==> config.mk <==
export PLATFORM = sky130hd
export DESIGN_NAME = msr_regs_top
export DESIGN_NICKNAME = d
export VERILOG_FILES = /design/src/design/msr_pkg.sv /design/src/design/msr_timer_if.sv /design/src/design/msr_regs_top.sv /design/src/design/msr_countdown.sv
export SDC_FILE = /design/constraint.sdc
export NUM_CORES = 1
export LEC_CHECK = 0
export BUFFER_PORTS_ARGS = -buffer_cell sky130_fd_sc_hd__buf_2
export CAP_MARGIN = 20
export CORE_ASPECT_RATIO = 1.5
export CORE_MARGIN = 2
export CORE_UTILIZATION = 54
export CTS_CLUSTER_SIZE = 16
export DETAILED_ROUTE_END_ITERATION = 16
export GPL_TIMING_DRIVEN = 0
export PLACE_DENSITY = 0.83
export SLEW_MARGIN = 20
export SYNTH_ARGS = -nofsm -noshare
export SYNTH_HDL_FRONTEND = slang
export SYNTH_HIERARCHICAL = 1
export SYNTH_SLANG_ARGS = --single-unit
==> constraint.sdc <==
create_clock -name CLK_IN -period 2 [get_ports CLK_IN]
set_input_delay 0.6 -clock CLK_IN [delete_from_list [all_inputs] [get_ports CLK_IN]]
set_output_delay 0.6 -clock CLK_IN [all_outputs]
set_load 0.01 [all_outputs]
==> src/design/msr_pkg.sv <==
// Package: register map, field layout, reset values and timing counts
package msr_pkg;

    // Register byte offsets
    localparam logic [8:0] MSR_OFF_BYTE_ORDER = 9'h064;
    localparam logic [8:0] MSR_OFF_HW_CONFIG = 9'h074;
    localparam logic [8:0] MSR_OFF_CD_CONFIG = 9'h08c;
    localparam logic [8:0] MSR_OFF_CD_VALUE = 9'h090;

    // Fixed byte-order pattern
    localparam logic [31:0] MSR_BYTE_ORDER_PATTERN = 32'h87654321;

    // Hardware configuration field positions
    localparam int MSR_HW_READY_BIT = 27;
    localparam int MSR_HW_STRAP2_BIT = 26;
    localparam int MSR_HW_STRAP1_BIT = 25;

    // Countdown configuration field positions
    localparam int MSR_CD_ENABLE_BIT = 29;
    localparam int MSR_CD_PRELOAD_MSB = 15;

    // Reset values
    localparam logic [15:0] MSR_PRELOAD_RESET = 16'hffff;
    localparam logic [15:0] MSR_COUNT_RESET = 16'hffff;
    localparam logic MSR_ENABLE_RESET = 1'b0;
    localparam logic [1:0] MSR_STRAP_RESET = 2'h0;

    // Timing: settle time after reset release, and timer tick divide
    localparam int MSR_CLK_PERIOD_NS = 4;
    localparam int MSR_SETTLE_TIME_NS = 64;
    localparam int MSR_SETTLE_CYCLES = (MSR_SETTLE_TIME_NS + MSR_CLK_PERIOD_NS - 1)
                                       / MSR_CLK_PERIOD_NS;
    localparam int MSR_TICK_DIV = 1;

    // Ready sequencer states
    typedef enum logic [1:0] {
        MSR_ST_SETTLE = 2'b00,
        MSR_ST_LOADER = 2'b01,
        MSR_ST_READY = 2'b10
    } msr_ready_e;

endpackage : msr_pkg

==> src/design/msr_timer_if.sv <==
// Interface: carrier between register bank and countdown engine
`timescale 1ns/100ps
interface msr_timer_if;
    logic enable;
    logic [15:0] preload;
    logic [15:0] count;
    logic wrap_pulse;

    modport regs (output enable, output preload, input count, input wrap_pulse);
    modport engine (input enable, input preload, output count, output wrap_pulse);
endinterface : msr_timer_if

==> src/design/msr_regs_top.sv <==
// Top: miscellaneous system registers with ready flag, straps and timer
`timescale 1ns/100ps

// Overview of operation
// [RULE_01] Byte-order register always returns fixed pattern
// [RULE_02] Reads during reset return non-pattern data
// [RULE_03] Either 16-bit half readable on its own
// [RULE_04] Ready flag sets after device has settled
// [RULE_05] Ready rising raises event when enabled
// [RULE_06] Host avoids most registers while not ready
// [RULE_07] Strap bits latched at reset, loader rewritable
// [RULE_08] PHY override settings replace latched strap
// [RULE_09] Enable bit runs or halts timer, resets low
// [RULE_10] Enable falling edge forces preload to ones
// [RULE_11] Preload gives start value, resets ones
// [RULE_12] Count field shows present value, resets ones
// [RULE_13] Timer raises periodic event at preload interval
// [RULE_14] Zero crossing flags event, counting continues
// [RULE_15] Read-only and reserved writes ignored, reserved zero
module msr_regs_top #(
    parameter int SETTLE_CYCLES = msr_pkg::MSR_SETTLE_CYCLES,
    parameter int TICK_DIV = msr_pkg::MSR_TICK_DIV
) (
    input wire logic CLK_IN,                 // System clock, 250 MHz
    input wire logic RSTN_IN,                // Async reset, active low
    input wire logic [8:0] REG_ADDR_IN,      // Register byte address
    input wire logic REG_RD_IN,              // Read strobe, one cycle
    input wire logic REG_WR_IN,              // Write strobe, one cycle
    input wire logic [31:0] REG_WDATA_IN,    // Write data
    input wire logic REG_HALF_MODE_IN,       // 16-bit half access
    input wire logic REG_HALF_SEL_IN,        // Half select, 1 = upper
    output logic [31:0] REG_RDATA_OUT,       // Read data, registered
    output logic REG_RVALID_OUT,             // Read data valid pulse
    input wire logic [1:0] STRAP_IN,         // Crossover straps, PHY2..1
    input wire logic LOADER_BUSY_IN,         // Config loader running
    input wire logic LOADER_STRAP_WR_IN,     // Loader rewrites straps
    input wire logic [1:0] LOADER_STRAP_IN,  // Loader strap value
    input wire logic [1:0] OVR_CTRL_IN,      // PHY override control
    input wire logic [1:0] OVR_STATE_IN,     // PHY override state
    output logic [1:0] CROSSOVER_EN_OUT,     // Effective crossover enable
    input wire logic READY_EVT_EN_IN,        // Ready event enable
    output logic READY_EVT_OUT,              // Ready rising pulse
    output logic TIMER_EVT_OUT,              // Timer wrap pulse
    output logic READY_OUT                   // Device ready level
);
    import msr_pkg::*;

    localparam int SET_W = (SETTLE_CYCLES > 1) ? $clog2(SETTLE_CYCLES + 1) : 1;
    localparam logic [SET_W-1:0] SET_LAST = SET_W'(SETTLE_CYCLES);

    msr_timer_if tmr_if ();

    msr_ready_e state_r;
    msr_ready_e state_nxt;
    logic [SET_W-1:0] settle_r;
    logic ready_r;
    logic ready_evt_r;
    logic strap_taken_r;
    logic [1:0] strap_r;
    logic enable_r;
    logic [15:0] preload_r;
    logic [31:0] rdata_r;
    logic rvalid_r;
    logic [31:0] word;
    logic cfg_wr;

    // Register word as seen at a given address; unmapped reads zero
    function automatic logic [31:0] reg_word(input logic [8:0] addr,
                                             input logic rdy,
                                             input logic [1:0] strap,
                                             input logic en,
                                             input logic [15:0] pre,
                                             input logic [15:0] cnt);
        logic [31:0] w;
        w = 32'h00000000;
        case (addr)
            MSR_OFF_BYTE_ORDER: w = MSR_BYTE_ORDER_PATTERN;      // see [RULE_01]
            MSR_OFF_HW_CONFIG: begin
                w[MSR_HW_READY_BIT] = rdy;                       // see [RULE_04]
                w[MSR_HW_STRAP2_BIT] = strap[1];                 // see [RULE_07]
                w[MSR_HW_STRAP1_BIT] = strap[0];
            end
            MSR_OFF_CD_CONFIG: begin
                w[MSR_CD_ENABLE_BIT] = en;
                w[MSR_CD_PRELOAD_MSB:0] = pre;
            end
            MSR_OFF_CD_VALUE: w[15:0] = cnt;                     // see [RULE_12]
            default: w = 32'h00000000;                           // see [RULE_15]
        endcase
        return w;
    endfunction : reg_word

    ////////////////////////////////////////////////////////////////////////
    // Ready sequencer: settle after reset, then wait for the loader
    always_comb begin
        state_nxt = state_r;
        case (state_r)
            MSR_ST_SETTLE: begin
                if (settle_r == SET_LAST) begin
                    state_nxt = MSR_ST_LOADER;
                end
            end
            MSR_ST_LOADER: begin
                if (!LOADER_BUSY_IN) begin
                    state_nxt = MSR_ST_READY;
                end
            end
            MSR_ST_READY: begin
                // A reload drops ready until the loader finishes again
                if (LOADER_BUSY_IN) begin
                    state_nxt = MSR_ST_LOADER;
                end
            end
            default: state_nxt = MSR_ST_SETTLE;
        endcase
    end

    // Sequencer state
    always_ff @(posedge CLK_IN or negedge RSTN_IN) begin
        if (!RSTN_IN) begin
            state_r <= MSR_ST_SETTLE;
        end else begin
            state_r <= state_nxt;
        end
    end

    // Settle counter, stops at its last value
    always_ff @(posedge CLK_IN or negedge RSTN_IN) begin
        if (!RSTN_IN) begin
            settle_r <= '0;
        end else if (settle_r != SET_LAST) begin
            settle_r <= settle_r + 1'b1;
        end
    end

    // Ready flag and its rising-edge event
    always_ff @(posedge CLK_IN or negedge RSTN_IN) begin
        if (!RSTN_IN) begin
            ready_r <= 1'b0;
            ready_evt_r <= 1'b0;
        end else begin
            ready_r <= (state_nxt == MSR_ST_READY);                  // see [RULE_04]
            ready_evt_r <= READY_EVT_EN_IN && !ready_r
                           && (state_nxt == MSR_ST_READY);           // see [RULE_05]
        end
    end

    ////////////////////////////////////////////////////////////////////////
    // Strap capture: sampled by a clocked process on the first edge after
    // release, since an async reset may only load constants
    always_ff @(posedge CLK_IN or negedge RSTN_IN) begin
        if (!RSTN_IN) begin
            strap_taken_r <= 1'b0;
            strap_r <= MSR_STRAP_RESET;
        end else if (!strap_taken_r) begin
            strap_taken_r <= 1'b1;
            strap_r <= STRAP_IN;                                     // see [RULE_07]
        end else if (LOADER_STRAP_WR_IN) begin
            strap_r <= LOADER_STRAP_IN;                              // see [RULE_07]
        end
    end

    // Per-PHY override of the latched strap
    always_comb begin
        for (int i = 0; i < 2; i++) begin
            CROSSOVER_EN_OUT[i] = OVR_CTRL_IN[i] ? OVR_STATE_IN[i] : strap_r[i]; // see [RULE_08]
        end
    end

    ////////////////////////////////////////////////////////////////////////
    // Countdown configuration; only the enable and preload are writable
    assign cfg_wr = REG_WR_IN && (REG_ADDR_IN == MSR_OFF_CD_CONFIG);   // see [RULE_15]

    always_ff @(posedge CLK_IN or negedge RSTN_IN) begin
        if (!RSTN_IN) begin
            enable_r <= MSR_ENABLE_RESET;                            // see [RULE_09]
        end else if (cfg_wr) begin
            enable_r <= REG_WDATA_IN[MSR_CD_ENABLE_BIT];             // see [RULE_09]
        end
    end

    // Preload: the enable falling edge wins over the written value
    always_ff @(posedge CLK_IN or negedge RSTN_IN) begin
        if (!RSTN_IN) begin
            preload_r <= MSR_PRELOAD_RESET;                          // see [RULE_11]
        end else if (cfg_wr && enable_r && !REG_WDATA_IN[MSR_CD_ENABLE_BIT]) begin
            preload_r <= MSR_PRELOAD_RESET;                          // see [RULE_10]
        end else if (cfg_wr) begin
            preload_r <= REG_WDATA_IN[MSR_CD_PRELOAD_MSB:0];         // see [RULE_11]
        end
    end

    assign tmr_if.enable = enable_r;
    assign tmr_if.preload = preload_r;

    msr_countdown #(
        .TICK_DIV(TICK_DIV)
    ) u_countdown (
        .clk_in(CLK_IN),
        .rstn_in(RSTN_IN),
        .tmr(tmr_if.engine)
    );

    ////////////////////////////////////////////////////////////////////////
    // Read path; a half read has no side effect, so halves stand alone
    assign word = reg_word(REG_ADDR_IN, ready_r, strap_r, enable_r, preload_r,
                           tmr_if.count);

    always_ff @(posedge CLK_IN or negedge RSTN_IN) begin
        if (!RSTN_IN) begin
            rdata_r <= 32'h00000000;                                 // see [RULE_02]
            rvalid_r <= 1'b0;
        end else begin
            rvalid_r <= REG_RD_IN;
            if (REG_RD_IN) begin
                if (REG_HALF_MODE_IN) begin
                    rdata_r <= {16'h0000, REG_HALF_SEL_IN ? word[31:16]
                                                          : word[15:0]}; // see [RULE_03]
                end else begin
                    rdata_r <= word;
                end
            end
        end
    end

    assign REG_RDATA_OUT = rdata_r;
    assign REG_RVALID_OUT = rvalid_r;
    assign READY_OUT = ready_r;
    assign READY_EVT_OUT = ready_evt_r;
    assign TIMER_EVT_OUT = tmr_if.wrap_pulse;                        // see [RULE_13]

endmodule : msr_regs_top

==> src/design/msr_countdown.sv <==
// Countdown engine: 16-bit general countdown with periodic reload
`timescale 1ns/100ps
module msr_countdown #(
    parameter int TICK_DIV = msr_pkg::MSR_TICK_DIV
) (
    input wire logic clk_in,        // System clock
    input wire logic rstn_in,       // Async reset, active low
    msr_timer_if.engine tmr         // Enable/preload in, count/event out
);
    import msr_pkg::*;

    localparam int DIV_W = (TICK_DIV > 1) ? $clog2(TICK_DIV) : 1;
    localparam logic [DIV_W-1:0] DIV_LAST = DIV_W'(TICK_DIV - 1);

    logic [DIV_W-1:0] div_r;
    logic tick;
    logic enable_d_r;
    logic [15:0] count_r;
    logic wrap_r;

    ////////////////////////////////////////////////////////////////////////
    // Tick divider; restarts with the enable so the first period is exact
    always_ff @(posedge clk_in or negedge rstn_in) begin
        if (!rstn_in) begin
            div_r <= '0;
        end else if (!tmr.enable || div_r == DIV_LAST) begin
            div_r <= '0;
        end else begin
            div_r <= div_r + 1'b1;
        end
    end

    assign tick = tmr.enable && enable_d_r && (div_r == DIV_LAST);

    // Enable history for the start edge
    always_ff @(posedge clk_in or negedge rstn_in) begin
        if (!rstn_in) begin
            enable_d_r <= MSR_ENABLE_RESET;
        end else begin
            enable_d_r <= tmr.enable;
        end
    end

    ////////////////////////////////////////////////////////////////////////
    // Count: load on start, decrement while running, hold while halted
    always_ff @(posedge clk_in or negedge rstn_in) begin
        if (!rstn_in) begin
            count_r <= MSR_COUNT_RESET;                 // see [RULE_12]
        end else if (tmr.enable && !enable_d_r) begin
            count_r <= tmr.preload;                     // see [RULE_11]
        end else if (tick) begin
            if (count_r == 16'h0000) begin
                count_r <= tmr.preload;                 // see [RULE_14]
            end else begin
                count_r <= count_r - 16'h0001;          // see [RULE_09]
            end
        end
    end

    // Event pulse each time the count passes zero
    always_ff @(posedge clk_in or negedge rstn_in) begin
        if (!rstn_in) begin
            wrap_r <= 1'b0;
        end else begin
            wrap_r <= tick && (count_r == 16'h0000);    // see [RULE_13]
        end
    end

    assign tmr.count = count_r;
    assign tmr.wrap_pulse = wrap_r;

endmodule : msr_countdown

==> impl_metrics.json <==
{
  "status": "finished, final reports clean",
  "track_usage": 0.2642,
  "coreArea_um2": 6898,
  "ios": 96,
  "crit_chain": "or2_4, or3_4, or4_4, a211oi_2, a31oi_1",
  "antenna_left": 0,
  "diodes": 0,
  "layout_commonest_cell": "buf_2",
  "ys_seq_area_frac": 0.4637,
  "pwr_density_cell_nw_per_um2": 818.3,
  "ys.flop_type": "dfrtp_1",
  "drive_above_1_share": 0.3451,
  "cts_root_buf": "clkbuf_8",
  "drt_wl_total_mm": 9.829,
  "final-instance-count-excl-fill": 559,
  "drc": 0,
  "power.switching_w": 0.001161,
  "tightest_slew_ns": 0.8091,
  "switching_share": 0.3055,
  "max_cap_violations": 0,
  "cts_sinks": 70,
  "portBuffers": 74,
  "timing.final.crit_share": 0.9695,
  "setup_viol": 0,
  "fin_nets": 538,
  "crit_type": "flip-flop to flip-flop",
  "routedWlPerCell_um": 17.58,
  "startpoint_type": "flip-flop",
  "place_inst": 540,
  "max_freq_mhz": 515.7,
  "die_y_um": 107.6,
  "relSlewSlack": 0.4582,
  "leakage_nw": 2.318,
  "gp_congestion": 0.8787,
  "grt_setup_unrepaired": "yes",
  "clkTransAtPathRegs_ns": 0.08,
  "firstDrtPassIters": 5,
  "syn_area_per_cell_um2": 10.11,
  "clock_path_buffers": 2,
  "pwr-share-comb": 0.187,
  "finalHoldViolations": 0,
  "fin_worst_skew_ns": 0.01038,
  "p_clk_frac": 0.336,
  "peakVddDrop_v": 0.0004531,
  "timing.hold.ws_ns": 0.1498,
  "synth_edf_count": 0,
  "yosys_warnings": 6,
  "start_util": 0.5601,
  "fin_crit_ns": 1.939,
  "grt_max_degree": 44,
  "worst_hold_path_type": "input port to async pin",
  "critPathSlowestCell": "or4_4",
  "antenna_found_initial": 0,
  "synth-async-reset-ratio": 1.000,
  "final_cell_mix": "buf_2 (77), dfrtp_1 (38), dfstp_2 (32), nor2_1 (31), inv_1 (29)",
  "num_rows": 37,
  "grt_overflow": 0,
  "yosysUniqueCellTypes": 63,
  "vias_per_cell": 6.047,
  "end_kind": "flip-flop",
  "crit_arrival_ns": 2.23,
  "critical-path-top-delay-family": "simple AND/OR/NAND/NOR gates",
  "tritoncts": "yes",
  "required_ns": 2.29,
  "die_area_um2": 7862,
  "synth_area_um2": 3864,
  "hpwl_mm": 7.160,
  "worstSkewPairLatency_ns": 0.36,
  "grt_pass1_vias": 3256,
  "drt_iter0_markers": 240,
  "power_frac_seq": 0.477,
  "grt_pass1_wl_mm": 15.83,
  "hold_buffers": 0,
  "synthCells": 382,
  "h-tree-depth": 3,
  "die_width_um": 73.07,
  "p_int_w": 0.002639,
  "ys_ff_latch": 70,
  "critPathMaxStageDelay_ns": 0.53,
  "syn_to_final_growth_pct": 20.17,
  "critPathBufInv": 0,
  "vias": 3380,
  "cts_buffers": 9,
  "rrSetupSlack_ns": 0.06,
  "slew_violations": 0,
  "cp_max_fo": 5
}
-- cells in the mapped netlist (3+ instances only) --
cell type | instances | area, um^2
inv_1 | 29 | 108.9
a32oi_1 | 3 | 26.28
nand2b_1 | 3 | 18.77
buf_4 | 13 | 97.59
and4b_1 | 6 | 60.06
conb_1 | 3 | 11.26
nand2_1 | 23 | 86.33
nand4_1 | 7 | 43.79
or3_1 | 4 | 25.02
and2_1 | 3 | 18.77
clkbuf_1 | 10 | 37.54
nor4bb_1 | 5 | 50.05
nor3_1 | 7 | 35.03
o221ai_1 | 7 | 61.31
mux2_2 | 3 | 33.78
dfstp_2 | 32 | 840.8
nand3_1 | 16 | 80.08
o2bb2ai_1 | 14 | 122.6
buf_2 | 5 | 25.02
and3_1 | 5 | 31.28
ha_1 | 4 | 50.05
dfrtp_1 | 38 | 950.9
nor2_1 | 31 | 116.4
mux2i_1 | 24 | 240.2
o2111ai_1 | 6 | 52.55
a31oi_1 | 5 | 31.28
a22oi_1 | 8 | 60.06
o21ai_0 | 10 | 50.05
a21oi_1 | 8 | 40.04
xnor2_1 | 5 | 43.79
nor2b_1 | 4 | 25.02
a211o_1 | 3 | 26.28
-- routing by layer --
layer  track usage  share of wire
met2        0.4453           0.52
met3       0.05337          0.064
met5             0              0
met1        0.3133           0.38
met4        0.1310          0.035
-- per-stage QoR --
step                      utilization  worst slack (ns)  power, W  cell area [um^2]  TNS [ns]
after global routing           0.6731          -0.04289  0.003984              4643   -0.1226
after floorplan                     -            0.1887  0.002211              3882         0
final                          0.6731           0.06104  0.003800              4643         0
after global placement         0.6307          -0.09806  0.002446              4350  -0.09806
after CTS                      0.6682           0.01100  0.003781              4609         0
after detailed placement       0.6340           -0.1044  0.002478              4373   -0.1158
-- cell families after synthesis --
kind of cell,after synthesis,synth area share
mux,28,0.07383
xor+xnor,5,0.01133
compound gates,78,0.1516
simple gates,133,0.2050
flops,70,0.4637
fa+ha+maj,4,0.01295
buf+inv,61,0.07869
other cells,3,0.002914
-- area by class of cell --
| cell class | count | area (um^2) |
|---|---|---|
| clock inverters | 7 | 97.59 |
| clock buffers | 9 | 123.9 |
| well taps | 78 | 97.59 |
| plain buffers | 31 | 195.2 |
| multi-input cells | 256 | 1809 |
| repair buffers | 78 | 415.4 |
| flip-flops and latches | 70 | 1792 |
| inverters | 30 | 112.6 |
| fillers | 549 | 2255 |
-- state kept, by name, summed over array words and instances (netlist names) --
name,count
u_countdown/tmr.count,16
enable_r,1
u_countdown/enable_d_r,1
READY_EVT_OUT,1
preload_r,16
REG_RDATA_OUT,21
strap_taken_r,1
u_countdown/tmr.wrap_pulse,1
strap_r,2
REG_RVALID_OUT,1
u_countdown/div_r,1
READY_OUT,1
settle_r,5
state_r,2
-- worst register-to-register path: cells and delay by family (launching register included) --
kind / cells / cell delay [ns]
AO/OA/AOI/OAI: 2 / 0.31
flip-flops: 1 / 0.40
AND/OR/NAND/NOR: 3 / 1.17
-- power groups by stage --
| stage | clock network (W) | logic (W) | registers, W |
|---|---|---|---|
| detailed placement | 0 | 0.000660 | 0.00182 |
| floorplan | 0 | 0.000449 | 0.00176 |
| global placement | 0 | 0.000636 | 0.00181 |
| CTS | 0.00130 | 0.000682 | 0.00180 |
| finish | 0.00128 | 0.000711 | 0.00181 |
| global route | 0.00135 | 0.000803 | 0.00183 |
-- worst paths after layout --
check	startpoint	end	depth (start not counted)
min in group CLK_IN	REG_RD_IN	REG_RVALID_OUT	1
min reg2reg	preload_r[3]	preload_r[3]	2
max reg2reg	u_countdown/tmr.count[8]	u_countdown/tmr.count[12]	5
max	u_countdown/tmr.count[8]	u_countdown/tmr.count[12]	5
min	RSTN_IN	u_countdown/div_r	1
max in group asynchronous	RSTN_IN	preload_r[14]	2
-- timing repair --
| action | 4_1_cts | 5_1_grt |
|---|---|---|
| setup buffers | 1 | 2 |
| endpoints found under the setup margin | 3 | 13 |
| pin swaps | 1 | 2 |
| gates resized for setup | 2 | 7 |
| hold endpoints to repair | 0 | 0 |
Power figures use the tool's default switching activity.
